--- config.mk ---
export PLATFORM = sky130hd
export DESIGN_NAME = ldie_top
export DESIGN_NICKNAME = d
export VERILOG_FILES = /design/src/rtl/ldie_pkg.sv /design/src/rtl/ldie_top.sv
export SDC_FILE = /design/constraint.sdc
export NUM_CORES = 1
export LEC_CHECK = 0
export BUFFER_PORTS_ARGS = -buffer_cell sky130_fd_sc_hd__clkbuf_2
export CORE_MARGIN = 3
export CORE_UTILIZATION = 58
export CTS_BUF_LIST = sky130_fd_sc_hd__clkbuf_8
export CTS_CLUSTER_DIAMETER = 30
export DETAILED_ROUTE_END_ITERATION = 8
export PLACE_DENSITY_LB_ADDON = 0.15
export REMOVE_ABC_BUFFERS = 1
export SLEW_MARGIN = 30
export SYNTH_ARGS = -nofsm -noshare
export SYNTH_HDL_FRONTEND = slang
export SYNTH_SLANG_ARGS = --single-unit
--- constraint.sdc ---
create_clock -name clk -period 3.2 [get_ports clk]
set_input_delay 0.64 -clock clk [delete_from_list [all_inputs] [get_ports clk]]
set_output_delay 0.64 -clock clk [all_outputs]
set_load 0.02 [all_outputs]
--- src/rtl/ldie_pkg.sv ---
/*
  constants for the led driver interrupt enable block: register offsets,
  field positions, reset values and the interrupt gap timing.
  assumes a 125 MHz system clock.
*/
package ldie_pkg;
  // register offsets
  localparam logic [7:0] REG_MODE      = 8'h01;
  localparam logic [7:0] REG_STATUS    = 8'h02;
  localparam logic [7:0] REG_ENABLE    = 8'h03;
  localparam logic [7:0] REG_SEL_HI    = 8'h04;
  localparam logic [7:0] REG_SEL_LO    = 8'h05;
  // field positions: event bits shared by status and enable registers, then the mode and select bits
  localparam int BIT_SINKS_OFF   = 6;
  localparam int BIT_BACKLIGHT   = 5;
  localparam int BIT_SHORT       = 4;
  localparam int BIT_THERMAL     = 3;
  localparam int BIT_OVERVOLTAGE = 2;
  localparam int BIT_IRQ_CFG     = 6;
  localparam int BIT_DIODE9      = 0;
  // implemented bits, all others read zero
  localparam logic [7:0] EVENT_MASK  = 8'h7C;
  localparam logic [7:0] SEL_HI_MASK = 8'h01;
  // reset values
  localparam logic [7:0] RST_FLAGS  = 8'h00;
  localparam logic [7:0] RST_ENABLE = 8'h00;
  localparam logic [7:0] RST_SEL_HI = 8'h00;
  localparam logic [7:0] RST_SEL_LO = 8'h00;
  localparam logic       RST_CFG    = 1'b0;
  // interrupt gap timing
  localparam int CLK_MHZ     = 125;
  localparam int GAP_TIME_US = 50;
  localparam int GAP_CYCLES  = GAP_TIME_US * CLK_MHZ;
  localparam int GAP_CNT_W   = 13;

  typedef enum logic [2:0] {
    ST_QUIET  = 3'b001,
    ST_ASSERT = 3'b010,
    ST_GAP    = 3'b100
  } ldie_state_e;
endpackage : ldie_pkg

--- src/rtl/ldie_top.sv ---
/*
  led driver interrupt enable: event flags, enables, sink-off group select
  and the host interrupt line with its optional deassert gap.
  assumes the serial bus decoder presents one-cycle read and write strobes
  with an address and byte, synchronous to clk; event inputs are one-cycle
  pulses and diode states are levels, all synchronous to clk.
*/
// Overview of operation
// - enable bit 6 gates the all-selected-sinks-off flag onto the interrupt
// - enable bit 5 raises the interrupt whenever a backlight fade-out ends
// - fade-out end means automated fade-out done or dimming profile done
// - enable bit 4 gates short flag; flag still sets when disabled
// - enable bit 3 gates thermal flag; flag still sets when disabled
// - enable bit 2 gates overvoltage flag; flag still sets when disabled
// - select bit 0 of high register puts diode 9 in off group
// - sinks-off flag sets when all selected diodes are off after at least one selected diode was on
// - flags clear only by writing one; zero writes and reads keep them
// - with config bit set, clearing with events pending gives 50 us gap
`timescale 1ns/1ns
`default_nettype none
module ldie_top
  import ldie_pkg::*;
#(
  parameter int GapCycles = ldie_pkg::GAP_CYCLES
) (
  // clock and reset
  input  wire logic       clk,
  input  wire logic       rst,
  // register access from the serial bus decoder
  input  wire logic [7:0] regAddr,
  input  wire logic [7:0] regWrData,
  input  wire logic       regWrEn,
  input  wire logic       regRdEn,
  output var  logic [7:0] regRdData,
  // event sources
  input  wire logic       fadeOutDone,
  input  wire logic       dimProfileDone,
  input  wire logic       shortDetect,
  input  wire logic       thermalDetect,
  input  wire logic       overvoltageDetect,
  input  wire logic [8:0] diodeOn,
  // host interrupt, active low
  output var  logic       hostIrqN
);
  import ldie_pkg::*;

  logic [7:0]          flags;
  logic [7:0]          enable;
  logic [7:0]          selHi;
  logic [7:0]          selLo;
  logic                irqCfg;
  logic                armed;
  ldie_state_e         state;
  logic [GAP_CNT_W-1:0] gapCnt;

  logic [7:0]          next_flags;
  logic [7:0]          next_enable;
  logic [7:0]          next_selHi;
  logic [7:0]          next_selLo;
  logic                next_irqCfg;
  logic                next_armed;
  logic [7:0]          next_regRdData;
  ldie_state_e         next_state;
  logic [GAP_CNT_W-1:0] next_gapCnt;
  logic                next_hostIrqN;

  logic [8:0]          groupSel;
  logic                anySelOn;
  logic                sinksOffEvent;
  logic [7:0]          setVec;
  logic [7:0]          clrVec;
  logic                clearHit;
  logic [7:0]          pending;
  logic                nextPending;

  function automatic logic wrTo(input logic [7:0] a);
    wrTo = regWrEn && (regAddr == a);
  endfunction : wrTo

  function automatic logic [7:0] readMux(input logic [7:0] a);
    case (a)
      REG_MODE:   readMux = {1'b0, irqCfg, 6'h00};
      REG_STATUS: readMux = flags & EVENT_MASK;
      REG_ENABLE: readMux = enable & EVENT_MASK;
      REG_SEL_HI: readMux = selHi & SEL_HI_MASK;
      REG_SEL_LO: readMux = selLo;
      default:    readMux = 8'h00;
    endcase
  endfunction : readMux

  // event detection and register file
  always_comb begin
    groupSel      = {selHi[BIT_DIODE9], selLo};
    anySelOn      = |(diodeOn & groupSel);
    sinksOffEvent = armed && !anySelOn && (groupSel != 9'h000);
    next_armed    = anySelOn ? 1'b1 : (sinksOffEvent ? 1'b0 : armed);
    setVec        = 8'h00;
    setVec[BIT_SINKS_OFF]   = sinksOffEvent;
    setVec[BIT_BACKLIGHT]   = fadeOutDone || dimProfileDone;
    setVec[BIT_SHORT]       = shortDetect;
    setVec[BIT_THERMAL]     = thermalDetect;
    setVec[BIT_OVERVOLTAGE] = overvoltageDetect;
    // write one to clear, set wins
    clrVec      = wrTo(REG_STATUS) ? (regWrData & EVENT_MASK) : 8'h00;
    next_flags  = ((flags & ~clrVec) | setVec) & EVENT_MASK;
    next_enable = wrTo(REG_ENABLE) ? (regWrData & EVENT_MASK) : enable;
    next_selHi  = wrTo(REG_SEL_HI) ? (regWrData & SEL_HI_MASK) : selHi;
    next_selLo  = wrTo(REG_SEL_LO) ? regWrData : selLo;
    next_irqCfg = wrTo(REG_MODE) ? regWrData[BIT_IRQ_CFG] : irqCfg;
    next_regRdData = regRdEn ? readMux(regAddr) : regRdData;
  end

  always_ff @(posedge clk or posedge rst) begin
    if (rst) begin
      flags     <= RST_FLAGS;
      enable    <= RST_ENABLE;
      selHi     <= RST_SEL_HI;
      selLo     <= RST_SEL_LO;
      irqCfg    <= RST_CFG;
      armed     <= 1'b0;
      regRdData <= 8'h00;
    end else begin
      flags     <= next_flags;
      enable    <= next_enable;
      selHi     <= next_selHi;
      selLo     <= next_selLo;
      irqCfg    <= next_irqCfg;
      armed     <= next_armed;
      regRdData <= next_regRdData;
    end
  end

  // interrupt line state machine
  always_comb begin
    pending     = flags & enable & EVENT_MASK;
    nextPending = |(next_flags & next_enable);
    clearHit    = |(clrVec & pending);
    next_state  = state;
    next_gapCnt = gapCnt;
    case (state)
      ST_QUIET: begin
        if (nextPending) begin
          next_state = ST_ASSERT;
        end
      end
      ST_ASSERT: begin
        if (!nextPending) begin
          next_state = ST_QUIET;
        end else if (clearHit && irqCfg) begin
          next_state  = ST_GAP;
          next_gapCnt = '0;
        end
      end
      ST_GAP: begin
        next_gapCnt = gapCnt + 1'b1;
        if (gapCnt == GAP_CNT_W'(GapCycles - 1)) begin
          next_state = nextPending ? ST_ASSERT : ST_QUIET;
        end
      end
      default: begin
        next_state = ST_QUIET;
      end
    endcase
    next_hostIrqN = (next_state != ST_ASSERT);
  end

  always_ff @(posedge clk or posedge rst) begin
    if (rst) begin
      state    <= ST_QUIET;
      gapCnt   <= '0;
      hostIrqN <= 1'b1;
    end else begin
      state    <= next_state;
      gapCnt   <= next_gapCnt;
      hostIrqN <= next_hostIrqN;
    end
  end
endmodule : ldie_top
`default_nettype wire

## Yosys cells after proc, flatten, opt, wreduce, memory -nomap -nowiden

Index checks and enable logic that the tools add are counted.

- Add/subtract/negate cells: 1
- Equality and inequality tests: 12
- Mux-type cells: 14
- Bitwise operators: 7
- Reductions and logical operators: 17

Operators by type and width:

| operator | number |
|---|---|
| 8-bit case mux with 5 select lines | 1 |
| 13-bit two-way mux | 2 |
| 13-bit case mux with 2 select lines | 1 |
| 7-bit AND | 3 |
| 8-bit by 2-bit == test with 1-bit output, second input constant | 2 |
| 8-bit by 3-bit == test with 1-bit output, second input constant | 2 |
| 8-bit OR reduction | 2 |
| 13-bit by 1-bit adder with 13-bit output, second input constant | 1 |
| 13-bit == test, second input constant | 1 |
| 3-bit two-way mux | 4 |
| 9-bit AND | 1 |
| 3-bit case mux with 3 select lines | 1 |
| 9-bit nonzero test | 1 |
| 9-bit OR reduction | 1 |
| 7-bit by 8-bit AND with 8-bit output | 1 |
| 8-bit by 1-bit == test with 1-bit output, second input constant | 1 |
| 1-bit logical AND | 8 |
| 8-bit two-way mux | 1 |
| 7-bit two-way mux | 1 |
| 7-bit NOT | 1 |
| 7-bit OR | 1 |
| 2-bit inequality test, second input constant | 2 |
| 2-bit nonzero test | 2 |
| 3-bit by 1-bit == test with 1-bit output, second input constant | 1 |
| 8 further kinds | 9 |

- Flip-flop bits (word level): 49
- Input port bits: 34
- Output and inout bits: 9
- Logic and storage cells: 61

## Depth between registers and ports, before layout

Gate-level depths: netlist (run 1).

- Depth in word-level cells: 12
- Gate-level depth with buffers: 8
- Gate-level depth less buffers: 7

## Least setup slack after synthesis (run 1)

No wires, ideal clock.

- Path type: input port to flip-flop
- Start point: input regAddr[1]
- End point: register gapCnt[10]
- Setup time: 69 ps
- Arrival: 2573 ps
- Data required time: 3131 ps
- Setup slack: 559 ps
- Stages on the path: 8
- Path buffers: 2
- Path through: buf_2 -> or4b_1 -> o41ai_2 -> o31ai_1 -> a222oi_1 -> a211oi_1 -> buf_6 -> nor2_2

- Longest elaborated chain between the ends: 10
- Elaborated cells on any way between the ends: 17
- Classes of those cells: eq/ne (4); mux (2); bitwise (5); reduce/logical (6)

Ends and longest elaborated chain:

| element | RTL line | RTL |
|---|---|---|
| from (decl) | ldie_top.sv:30 | `input wire logic [7:0] regAddr,` |
| 8-bit by 2-bit == test with 1-bit output | ldie_top.sv:77 | `wrTo = regWrEn && (regAddr == a);` |
| 1-bit logical AND | ldie_top.sv:77 |  |
| 7-bit two-way mux | ldie_top.sv:104 | `clrVec = wrTo(REG_STATUS) ? (regWrData & EVENT_MASK) : 8'h00;` |
| 7-bit NOT | ldie_top.sv:105 | `next_flags = ((flags & ~clrVec) \| setVec) & EVENT_MASK;` |
| 7-bit AND | ldie_top.sv:105 |  |
| 7-bit OR | ldie_top.sv:105 |  |
| named net next_flags[6] | ldie_top.sv:56 | `logic [7:0] next_flags;` |
| 7-bit by 8-bit AND with 8-bit output | ldie_top.sv:136 | `nextPending = \|(next_flags & next_enable);` |
| 8-bit OR reduction | ldie_top.sv:136 |  |
| 2-bit inequality test (no line) | n/a |  |
| 3-bit AND reduction (no line) | n/a |  |
| to (signal assigned) | ldie_top.sv:174 | `gapCnt <= next_gapCnt;` |
| to (decl) | ldie_top.sv:54 | `logic [GAP_CNT_W-1:0] gapCnt;` |

The timed path passes the listed nets, and every way through them passes these cells.
A chain may end at the register's enable or synchronous reset.

## Worst setup path in the final report (run 1)

- Start point: input regAddr[2]
- End point: register gapCnt[7]

The elaborated chain is that of the path after synthesis.

==> results of run 1 <==
[synth_stat cells, drive strengths merged (7+ instances only)]
master and instances:
o22ai 7, nand4 12, inv 14, a21oi 8, nand2 14, mux2 14, nand3 13, xor2 10
nor3 7, dfrtp 44, nor2 18
[final cells by class]
cell class	instances	area share, %
multi-input combinational	164	42.33
sequential	46	41.70
timing repair buffer	47	8.955
clock buffer	5	2.488
tap	48	2.171
inverter	15	2.081
clock inverter	2	0.2714
[final timing paths]
kind,end,start,cells after the start,slack [ns]
setup / recovery,gapCnt[7],regAddr[2],9,0.45
hold / removal,regRdData[4],rst,2,0.36
setup reg to reg,gapCnt[7],selLo[4],8,0.70
hold reg to reg,regRdData[4],regRdData[4],2,0.53
max in group asynchronous,hostIrqN,rst,3,2.19
min in group clk,regRdData[4],regRdData[4],2,0.53
[logic make-up after synthesis]
logic type | after synthesis | synth area share (%)
AOI/OAI and AO/OA | 40 | 11.38
xor gates and xnor gates | 11 | 4.000
adders and majority gates | 2 | 1.039
buffers and inverters | 21 | 3.688
DFF | 46 | 47.90
muxes | 19 | 8.623
and+or+nand+nor | 92 | 23.38
[where the power goes]
part           internal, mW  switching, mW  leakage, nW
clock                 0.144          0.175       0.0466
combinational        0.0627         0.0791        0.649
sequential            0.609         0.0177        0.537
total                 0.816          0.272         1.23
[worst max-delay path, delay by kind of cell]
| kind | cells | cell delay [ns] |
|---|---|---|
| compound gates | 4 | 0.96 |
| simple gates | 2 | 0.72 |
| buf+inv | 3 | 0.64 |
[flip-flops by register name, summed over array words and instances (netlist names)]
| signal | cells |
|---|---|
| enable | 5 |
| armed | 1 |
| regRdData | 8 |
| flags | 5 |
| hostIrqN | 1 |
| selLo | 8 |
| irqCfg | 1 |
| selHi | 1 |
| state | 3 |
| gapCnt | 13 |
[per-stage QoR]
step | hold WS, ns | setup slack, ns
floorplan | 0.4872 | -0.1256
global placement | 0.5133 | 0.2939
detailed placement | 0.5204 | 0.2152
CTS | 0.3641 | 0.4862
global route | 0.3855 | 0.3490
finish | 0.3586 | 0.4480
[routing by layer]
layer / vias to the layer above / share of wire (%) / wire length (µm)
met4: 0 / 0.38 / 20
li1: 941 / - / -
met5: - / 0 / 0
met2: 78 / 46 / 2433
met3: 4 / 5.8 / 309
met1: 951 / 48 / 2526
==> results.json, run 1 <==
{
  "synth_area_leaders": "dfrtp_1 46%, mux2_2 6.1%, xor2_1 3.6%",
  "synth_warnings": 0,
  "ir_drop_v": 0.0003486,
  "antennaDiodeCount": 0,
  "grt_pass1_wl_um": 8970,
  "stdcell_area_um2": 2766,
  "cts.repair.resized": 0,
  "area_growth_pct": 14.86,
  "grt_use_total_pct": 22.19,
  "fin_crit_ns": 2.752,
  "setup_tns_ns": 0,
  "ys_seq_area_share_pct": 47.90,
  "numCtsBuffers": 5,
  "drv_cap": 0,
  "cp_slowest_stage_delay_ns": 0.60,
  "rsz0062_at_grt": "no",
  "vias": 1974,
  "gp_congestion": 0.8838,
  "layout_common_cells": "44 x dfrtp_1, 42 x clkbuf_2, 15 x inv_1",
  "grt_max_degree": 33,
  "antenna_left": 0,
  "postCtsSetupRepairBufs": 0,
  "multi_input_area_um2": 1171,
  "use_met2_pct": 34.30,
  "dp_hpwl_um": 3977,
  "ys_types": 46,
  "p_per_area_nw_per_um2": 393.2,
  "end_kind": "register",
  "fill_cells": 283,
  "grt_pass1_vias": 1940,
  "port-buffer-count": 42,
  "drive_gt1_share_pct": 31.18,
  "placedCellCount": 320,
  "crit_path_cell_trace": "clkbuf_2 -> or4b_1 -> o41ai_2 -> o31ai_1 -> a222oi_1 -> buf_4 -> a211oi_2 -> buf_4 -> nor2_2",
  "post_dp_cell_area_um2": 2690,
  "fp.dieH_um": 70.44,
  "crit_slowest_cell": "or4b_1",
  "period_share_pct": 86.00,
  "synth_top_area_cell": "dfrtp_1",
  "clk_latency_ns": 0.29,
  "async_flop_share_pct": 100.0,
  "postCtsHoldBufs": 0,
  "firstDrtPassIters": 4,
  "cp.required_ns": 3.42,
  "path_class": "in -> reg",
  "seqCellArea_um2": 1154,
  "rows": 22,
  "cp-start-kind": "primary input",
  "max_freq_mhz": 363.4,
  "floorplan.initialDensity_pct": 62.95,
  "hold_path_class": "in -> async",
  "arrival_ns": 2.97,
  "path_clk_slew_ns": 0.08,
  "final_nets": 315,
  "ys_ff_latch": 46,
  "fp.dieW_um": 70.44,
  "hold_violations": 0,
  "final_common_cell": "dfrtp_1",
  "slew_viol_final": 0,
  "stdcell_count": 327,
  "use_met3_pct": 4.892,
  "synth_area_um2": 2409,
  "antenna_found_initial": 0,
  "cts_max_level": 2,
  "grt_busiest_layer": "met2",
  "fin_total_pwr_mw": 1.088,
  "cts_root_buffer": "clkbuf_8",
  "grtUsageMet1_pct": 32.43,
  "avgRoutedWirePerCell_um": 16.17,
  "p_leak_nw": 1.233,
  "avgSynthCellArea_um2": 10.43,
  "max-slew-margin-rel_pct": 64.06,
  "coreArea_um2": 3826,
  "crit_top_cell": "buf_4",
  "synth_edf_count": 0,
  "worst-path-max-fanout": 14,
  "synth_top_area_share_pct": 45.71,
  "wirelength_um": 5289,
  "dieArea_um2": 4962,
  "clock_skew_ns": 0.005212,
  "status": "complete, no violations",
  "globalRouteOverflowTotal": 0,
  "viasPerCell": 6.037,
  "drc": 0,
  "final_util_pct": 72.30,
  "setup-violations-final": 0,
  "ys.flop_type": "dfrtp_1",
  "cts.sinks": 46,
  "synthCells": 231,
  "cts_max_path_buffers": 2,
  "cts_tree": "done",
  "worstMarginPinSlew_ns": 0.5385,
  "drt-initial-drc-count": 169,
  "io-pin-count": 43
}
No activity file was read; power rests on OpenSTA's default activity.
==> run 2, diff against run 1 <==
--- a/config.mk
+++ b/config.mk
@@ -13,6 +13,7 @@
 export DETAILED_ROUTE_END_ITERATION = 8
 export PLACE_DENSITY_LB_ADDON = 0.15
 export REMOVE_ABC_BUFFERS = 1
+export SKIP_LAST_GASP = 1
 export SLEW_MARGIN = 30
 export SYNTH_ARGS = -nofsm -noshare
 export SYNTH_HDL_FRONTEND = slang
==> constraint.sdc (replaced) <==
create_clock -name clk -period 3.2 [get_ports clk]
set_input_delay 0 -clock clk [delete_from_list [all_inputs] [get_ports clk]]
set_output_delay 0 -clock clk [all_outputs]
set_load 0.02 [all_outputs]
==> run 2 against run 1 <==
Wire length is 2.2% higher. Register-to-register slack worse by 0.33 ns. Fmax is 2.6% lower. Hold slack worse by 0.35 ns. Critical path depth is 1 lower. First-iteration DRC count is 7.1% lower. Clock skew is 0.0043 ns higher. Via count is 0.66% higher. Total power is 9.5% higher. Combinational power is 7% higher. Critical path type is now reg -> reg.
==> results.json, run 2 (synthesized netlist as in run 1, its figures left out) <==
{
  "status": "complete, no violations",
  "coreArea_um2": 3826,
  "avgRoutedWirePerCell_um": 16.05,
  "viasPerCell": 5.896,
  "arrival_ns": 3.01,
  "firstDrtPassIters": 5,
  "end_kind": "register",
  "post_dp_cell_area_um2": 2674,
  "grt_pass1_vias": 1941,
  "final_common_cell": "dfrtp_1",
  "largest-register": "gapCnt",
  "fin_crit_ns": 2.826,
  "setup-violations-final": 0,
  "postCtsSetupRepairBufs": 0,
  "worstMarginPinSlew_ns": 0.8087,
  "fin_total_pwr_mw": 1.191,
  "drive_gt1_share_pct": 29.41,
  "worst-path-max-fanout": 9,
  "dieArea_um2": 4962,
  "setup_tns_ns": 0,
  "cp-start-kind": "register",
  "drc": 0,
  "vias": 1987,
  "cts.sinks": 46,
  "grt_use_total_pct": 23.25,
  "rsz0062_at_grt": "no",
  "drt-initial-drc-count": 157,
  "path_clk_slew_ns": 0.08,
  "cts.repair.resized": 0,
  "reg2reg_slack_ns": 0.37,
  "port-buffer-count": 42,
  "p_leak_nw": 1.277,
  "largest_register_ffs": 13,
  "reg.largest.list": "gapCnt x13, regRdData x8, selLo x8",
  "hold-worst-slack_ns": 0.008139,
  "antenna_found_initial": 0,
  "floorplan.initialDensity_pct": 62.95,
  "hold_depth": 2,
  "max-slew-margin-rel_pct": 45.98,
  "period_share_pct": 88.32,
  "r2r_start": "selLo[0]",
  "cp.required_ns": 3.39,
  "slew_viol_final": 0,
  "stdcell_area_um2": 2890,
  "cts_tree": "done",
  "area_growth_pct": 20.00,
  "rows": 22,
  "hold_path_class": "in -> reg",
  "whs_endpoint": "irqCfg",
  "antenna_left": 0,
  "cts_max_path_buffers": 2,
  "hold_violations": 0,
  "hp-start": "regWrData[6]",
  "clk_latency_ns": 0.30,
  "wirelength_um": 5408,
  "gp_congestion": 0.9112,
  "numCtsBuffers": 5,
  "clock_skew_ns": 0.009555,
  "fill_cells": 264,
  "cts_root_buffer": "clkbuf_8",
  "final_nets": 324,
  "grt_pass1_wl_um": 9045,
  "p_per_area_nw_per_um2": 412.2,
  "fp.dieH_um": 70.44,
  "grt_max_degree": 47,
  "ir_drop_v": 0.0003212,
  "regToRegEndpoint": "gapCnt[5]",
  "fp.dieW_um": 70.44,
  "globalRouteOverflowTotal": 0,
  "cts_max_level": 2,
  "io-pin-count": 43,
  "path_class": "reg -> reg",
  "max_freq_mhz": 353.8,
  "layout_common_cells": "44 x dfrtp_1, 42 x clkbuf_2, 15 x inv_1",
  "antennaDiodeCount": 0,
  "drv_cap": 0,
  "rr_worst_depth": 8,
  "dp_hpwl_um": 3947
}
-- run 2: changes by cell type in the layout (fill, tap and decap cells not counted), sizes merged --
| cell | previous run | this run |
|---|---|---|
| buf | 5 | 3 |
| bufinv | 0 | 1 |
| dlygate4sd3 | 0 | 11 |
-- run 2: worst max-delay path by stage --
stage / to / startpoint / slack [ns]
6_report: gapCnt[5] / selLo[0] / 0.37
5_1_grt: gapCnt[5] / selLo[0] / 0.22
4_1_cts: gapCnt[5] / selLo[0] / 0.36
3_5_place_dp: gapCnt[5] / selLo[0] / 0.40
3_3_place_gp: gapCnt[6] / selLo[0] / 0.50
2_1_floorplan: gapCnt[0] / selLo[0] / 0.16
-- run 2: critical path, cell delays in order, from the launching register on --
cell and delay [ns]:
dfrtp_1 0.41, a222oi_1 0.34, nand3_1 0.13, o31ai_1 0.39
a222oi_1 0.21, buf_4 0.19, a211oi_2 0.70, buf_4 0.29
nor2_2 0.05
-- run 2: per-stage QoR --
stage	util, %	cells	setup slack [ns]
after floorplan	-	225	0.1604
after global placement	69.88	318	0.5027
after detailed placement	69.88	318	0.3962
after CTS	75.54	337	0.3641
after global routing	75.54	337	0.2183
final	75.54	337	0.3739
-- run 2: report_power, final --
| group | leakage (nW) | switching, mW | internal, mW |
|---|---|---|---|
| Combinational | 0.679 | 0.0813 | 0.0703 |
| Clock | 0.0607 | 0.185 | 0.227 |
| Sequential | 0.537 | 0.0180 | 0.609 |
| Total | 1.28 | 0.285 | 0.907 |
-- run 2: cell type report --
cell class / instances / area, µm² / area share [%]
repair buffers: 56 / 342.8 / 11.86
inverters: 15 / 56.30 / 1.948
clock inverters: 3 / 37.54 / 1.299
clock buffers: 5 / 68.82 / 2.381
flip-flops and latches: 46 / 1154 / 39.91
multi-input cells: 164 / 1171 / 40.52
well taps: 48 / 60.06 / 2.078
-- run 2: layer usage --
metal	wire, µm	share of wire (%)	global-route usage, %	vias up
met2	2540	47	35.55	63
met1	2487	46	32.47	953
met5	0	0	0	-
met3	329	6.1	6.475	5
met4	51	0.94	6.170	0
li1	-	-	-	966
-- run 2: timing repair --
action / CTS / global route
hold buffers: 11 / 0
endpoints found under the hold margin: 54 / 0
setup endpoints to repair: 0 / 0
==> run 3, diff against run 2 <==
--- a/config.mk
+++ b/config.mk
@@ -5,12 +5,14 @@
 export SDC_FILE = /design/constraint.sdc
 export NUM_CORES = 1
 export LEC_CHECK = 0
+export ABC_AREA = 1
 export BUFFER_PORTS_ARGS = -buffer_cell sky130_fd_sc_hd__clkbuf_2
 export CORE_MARGIN = 3
 export CORE_UTILIZATION = 58
 export CTS_BUF_LIST = sky130_fd_sc_hd__clkbuf_8
 export CTS_CLUSTER_DIAMETER = 30
 export DETAILED_ROUTE_END_ITERATION = 8
+export GPL_ROUTABILITY_DRIVEN = 0
 export PLACE_DENSITY_LB_ADDON = 0.15
 export REMOVE_ABC_BUFFERS = 1
 export SKIP_LAST_GASP = 1
==> run 3 against run 2 <==
Clock power down 9.7%. Die area up 9.0%. First-iteration DRC count up 11%. Flip-flop and latch count unchanged. Hold slack worse by 0.0014 ns. Utilization down 2.0 points. Non-clock buffer count down 1. Wire length up 8.1%. Cell area up 6.9%. Critical endpoint is now state[1]. Largest power group unchanged.
==> results.json, run 3 <==
{
  "drive_gt1_share_pct": 20.82,
  "drc": 0,
  "hold_violations": 0,
  "path_clk_slew_ns": 0.09,
  "synthMuxAreaShare_pct": 1.277,
  "cts_max_path_buffers": 2,
  "cp-start-kind": "register",
  "rsz0062_at_grt": "no",
  "regToRegEndpoint": "state[1]",
  "period_share_pct": 53.14,
  "wirelength_um": 5847,
  "ys.flop_type": "dfrtp_1",
  "synthAdderAreaFrac_pct": 0.9456,
  "end_kind": "register",
  "numCtsBuffers": 5,
  "coreArea_um2": 4202,
  "largest_register_ffs": 13,
  "synth_xor_area_share_pct": 0.3310,
  "drv_cap": 0,
  "ir_drop_v": 0.0003298,
  "synth_warnings": 0,
  "final_nets": 448,
  "area_growth_pct": 16.78,
  "cts.sinks": 46,
  "fin_crit_ns": 1.700,
  "vias": 2472,
  "cp-endpoint": "state[1]",
  "synth_edf_count": 0,
  "cp_slowest_stage_delay_ns": 0.42,
  "ys_types": 37,
  "worst-path-stages": 8,
  "final_util_pct": 73.56,
  "io-pin-count": 43,
  "setup-violations-final": 0,
  "crit_path_cell_trace": "inv_1 -> ha_1 -> nand2_1 -> nor3_1 -> nand3_1 -> o21ai_0 -> nor2_1 -> nor3_1",
  "r2r_start": "gapCnt[1]",
  "synth_top_cells_by_count": "114 x nand2_1, 45 x inv_1, 44 x dfrtp_1",
  "synthCells": 356,
  "dieArea_um2": 5409,
  "path_class": "reg -> reg",
  "arrival_ns": 1.93,
  "yosysMostFrequentCell": "nand2_1",
  "layout_common_cells": "114 x nand2_1, 44 x inv_1, 44 x dfrtp_1",
  "synth_area_um2": 2646,
  "synth_top_area_share_pct": 41.61,
  "rr_worst_depth": 8,
  "synth_compound_area_share_pct": 7.376,
  "clock_skew_ns": 0.004056,
  "synth_top_area_cell": "dfrtp_1",
  "synth-simple-area-share_pct": 37.78,
  "viasPerCell": 5.339,
  "avgSynthCellArea_um2": 7.433,
  "async_flop_share_pct": 100.0,
  "worstMarginPinSlew_ns": 0.6681,
  "p_per_area_nw_per_um2": 393.8,
  "ys_ff_latch": 46,
  "clk_latency_ns": 0.30,
  "hold-worst-slack_ns": 0.006746,
  "synth_top_family_by_area": "simple AND/OR/NAND/NOR gates",
  "dp_hpwl_um": 4324,
  "setup_tns_ns": 0,
  "cts.repair.resized": 0,
  "crit_top_cell": "nor3_1",
  "crit_slowest_cell": "dfrtp_1",
  "grt_max_degree": 47,
  "antenna_left": 0,
  "fill_cells": 344,
  "max-slew-margin-rel_pct": 55.05,
  "firstDrtPassIters": 4,
  "cts_root_buffer": "clkbuf_8",
  "hold_path_class": "in -> reg",
  "avgRoutedWirePerCell_um": 12.63,
  "crit_family": "simple AND/OR/NAND/NOR gates",
  "largest-register": "gapCnt",
  "worst-path-max-fanout": 3,
  "port-buffer-count": 42,
  "cp.required_ns": 3.42,
  "reg.largest.list": "gapCnt x13, regRdData x8, selLo x8",
  "rows": 23,
  "fp.dieW_um": 73.55,
  "drt-initial-drc-count": 174,
  "grt_pass1_vias": 2279,
  "floorplan.initialDensity_pct": 62.98,
  "cts_tree": "done",
  "antenna_found_initial": 0,
  "path_buf_inv": 1,
  "cts_max_level": 2,
  "synth_area_leaders": "dfrtp_1 42%, nand2_1 16%, inv_1 6.4%",
  "grt_pass1_wl_um": 10120,
  "globalRouteOverflowTotal": 0,
  "p_leak_nw": 1.729,
  "status": "complete, no violations",
  "antennaDiodeCount": 0,
  "fp.dieH_um": 73.55,
  "setup.worst_path.start": "gapCnt[1]",
  "final_common_cell": "nand2_1",
  "fin_total_pwr_mw": 1.217,
  "reg2reg_slack_ns": 1.50,
  "slew_viol_final": 0,
  "ys_seq_area_share_pct": 43.59,
  "max_freq_mhz": 588.1,
  "grt_use_total_pct": 24.09
}
## run 3: routing by layer
layer | wire, µm | share of wire [%] | global-route usage (%) | up-vias
li1 | - | - | - | 1251
met1 | 2724 | 47 | 35.42 | 1133
met2 | 2698 | 46 | 36.61 | 78
met3 | 351 | 6.0 | 4.378 | 10
met4 | 72 | 1.2 | 6.439 | 0
met5 | 0 | 0 | 0 | -
## run 3: tightest hold or removal path, delay by kind of cell
family | cells | cell delay [ns]
AND/OR/NAND/NOR | 2 | 0.13
buffers and inverters | 1 | 0.15
## run 3: layout make-up
type,instances,area [µm²],share of cell area [%]
inverter,48,181.4,5.870
sequential,46,1154,37.33
timing repair buffer,55,335.3,10.85
tap,50,62.56,2.024
clock inverter,2,12.51,0.4049
clock buffer,6,82.58,2.672
multi-input combinational,256,1262,40.85
## run 3: what timing repair did
item                      CTS  global route
hold buffers               11             0
hold endpoints to repair   55             0
setup buffers               0             0
## run 3: how the worst min path moves through the flow
stage / cells after the start / start / slack, ns / to
2_1_floorplan: 1 / regWrEn / 0.1 / irqCfg
3_5_place_dp: 3 / rst / 0.16 / regRdData[1]
5_1_grt: 3 / regWrData[4] / 0.01 / selLo[4]
4_1_cts: 3 / regWrData[4] / 0.003 / enable[4]
3_3_place_gp: 3 / rst / 0.15 / gapCnt[12]
6_report: 3 / regRdEn / 0.007 / regRdData[0]
## run 3: power by group
part	internal [mW]	switching, mW
clock	0.174	0.199
combinational	0.0762	0.118
sequential	0.628	0.0217
total	0.878	0.339
## run 3: cells by family after synthesis
group,Yosys count
multiplexers,3
AND/OR/NAND/NOR,218
XOR/XNOR,1
adder cells (fa/ha/maj),2
AO/OA/AOI/OAI,32
buffers and inverters,54
flip-flops,46
## run 3: stage by stage
step                      std cells  cell area (µm²)  setup slack (ns)
final                           463             3090             1.500
after global routing            463             3090             1.334
after CTS                       463             3090             1.501
after detailed placement        444             2885             1.533
after global placement          444             2885             1.520
after floorplan                 350             2597             1.251
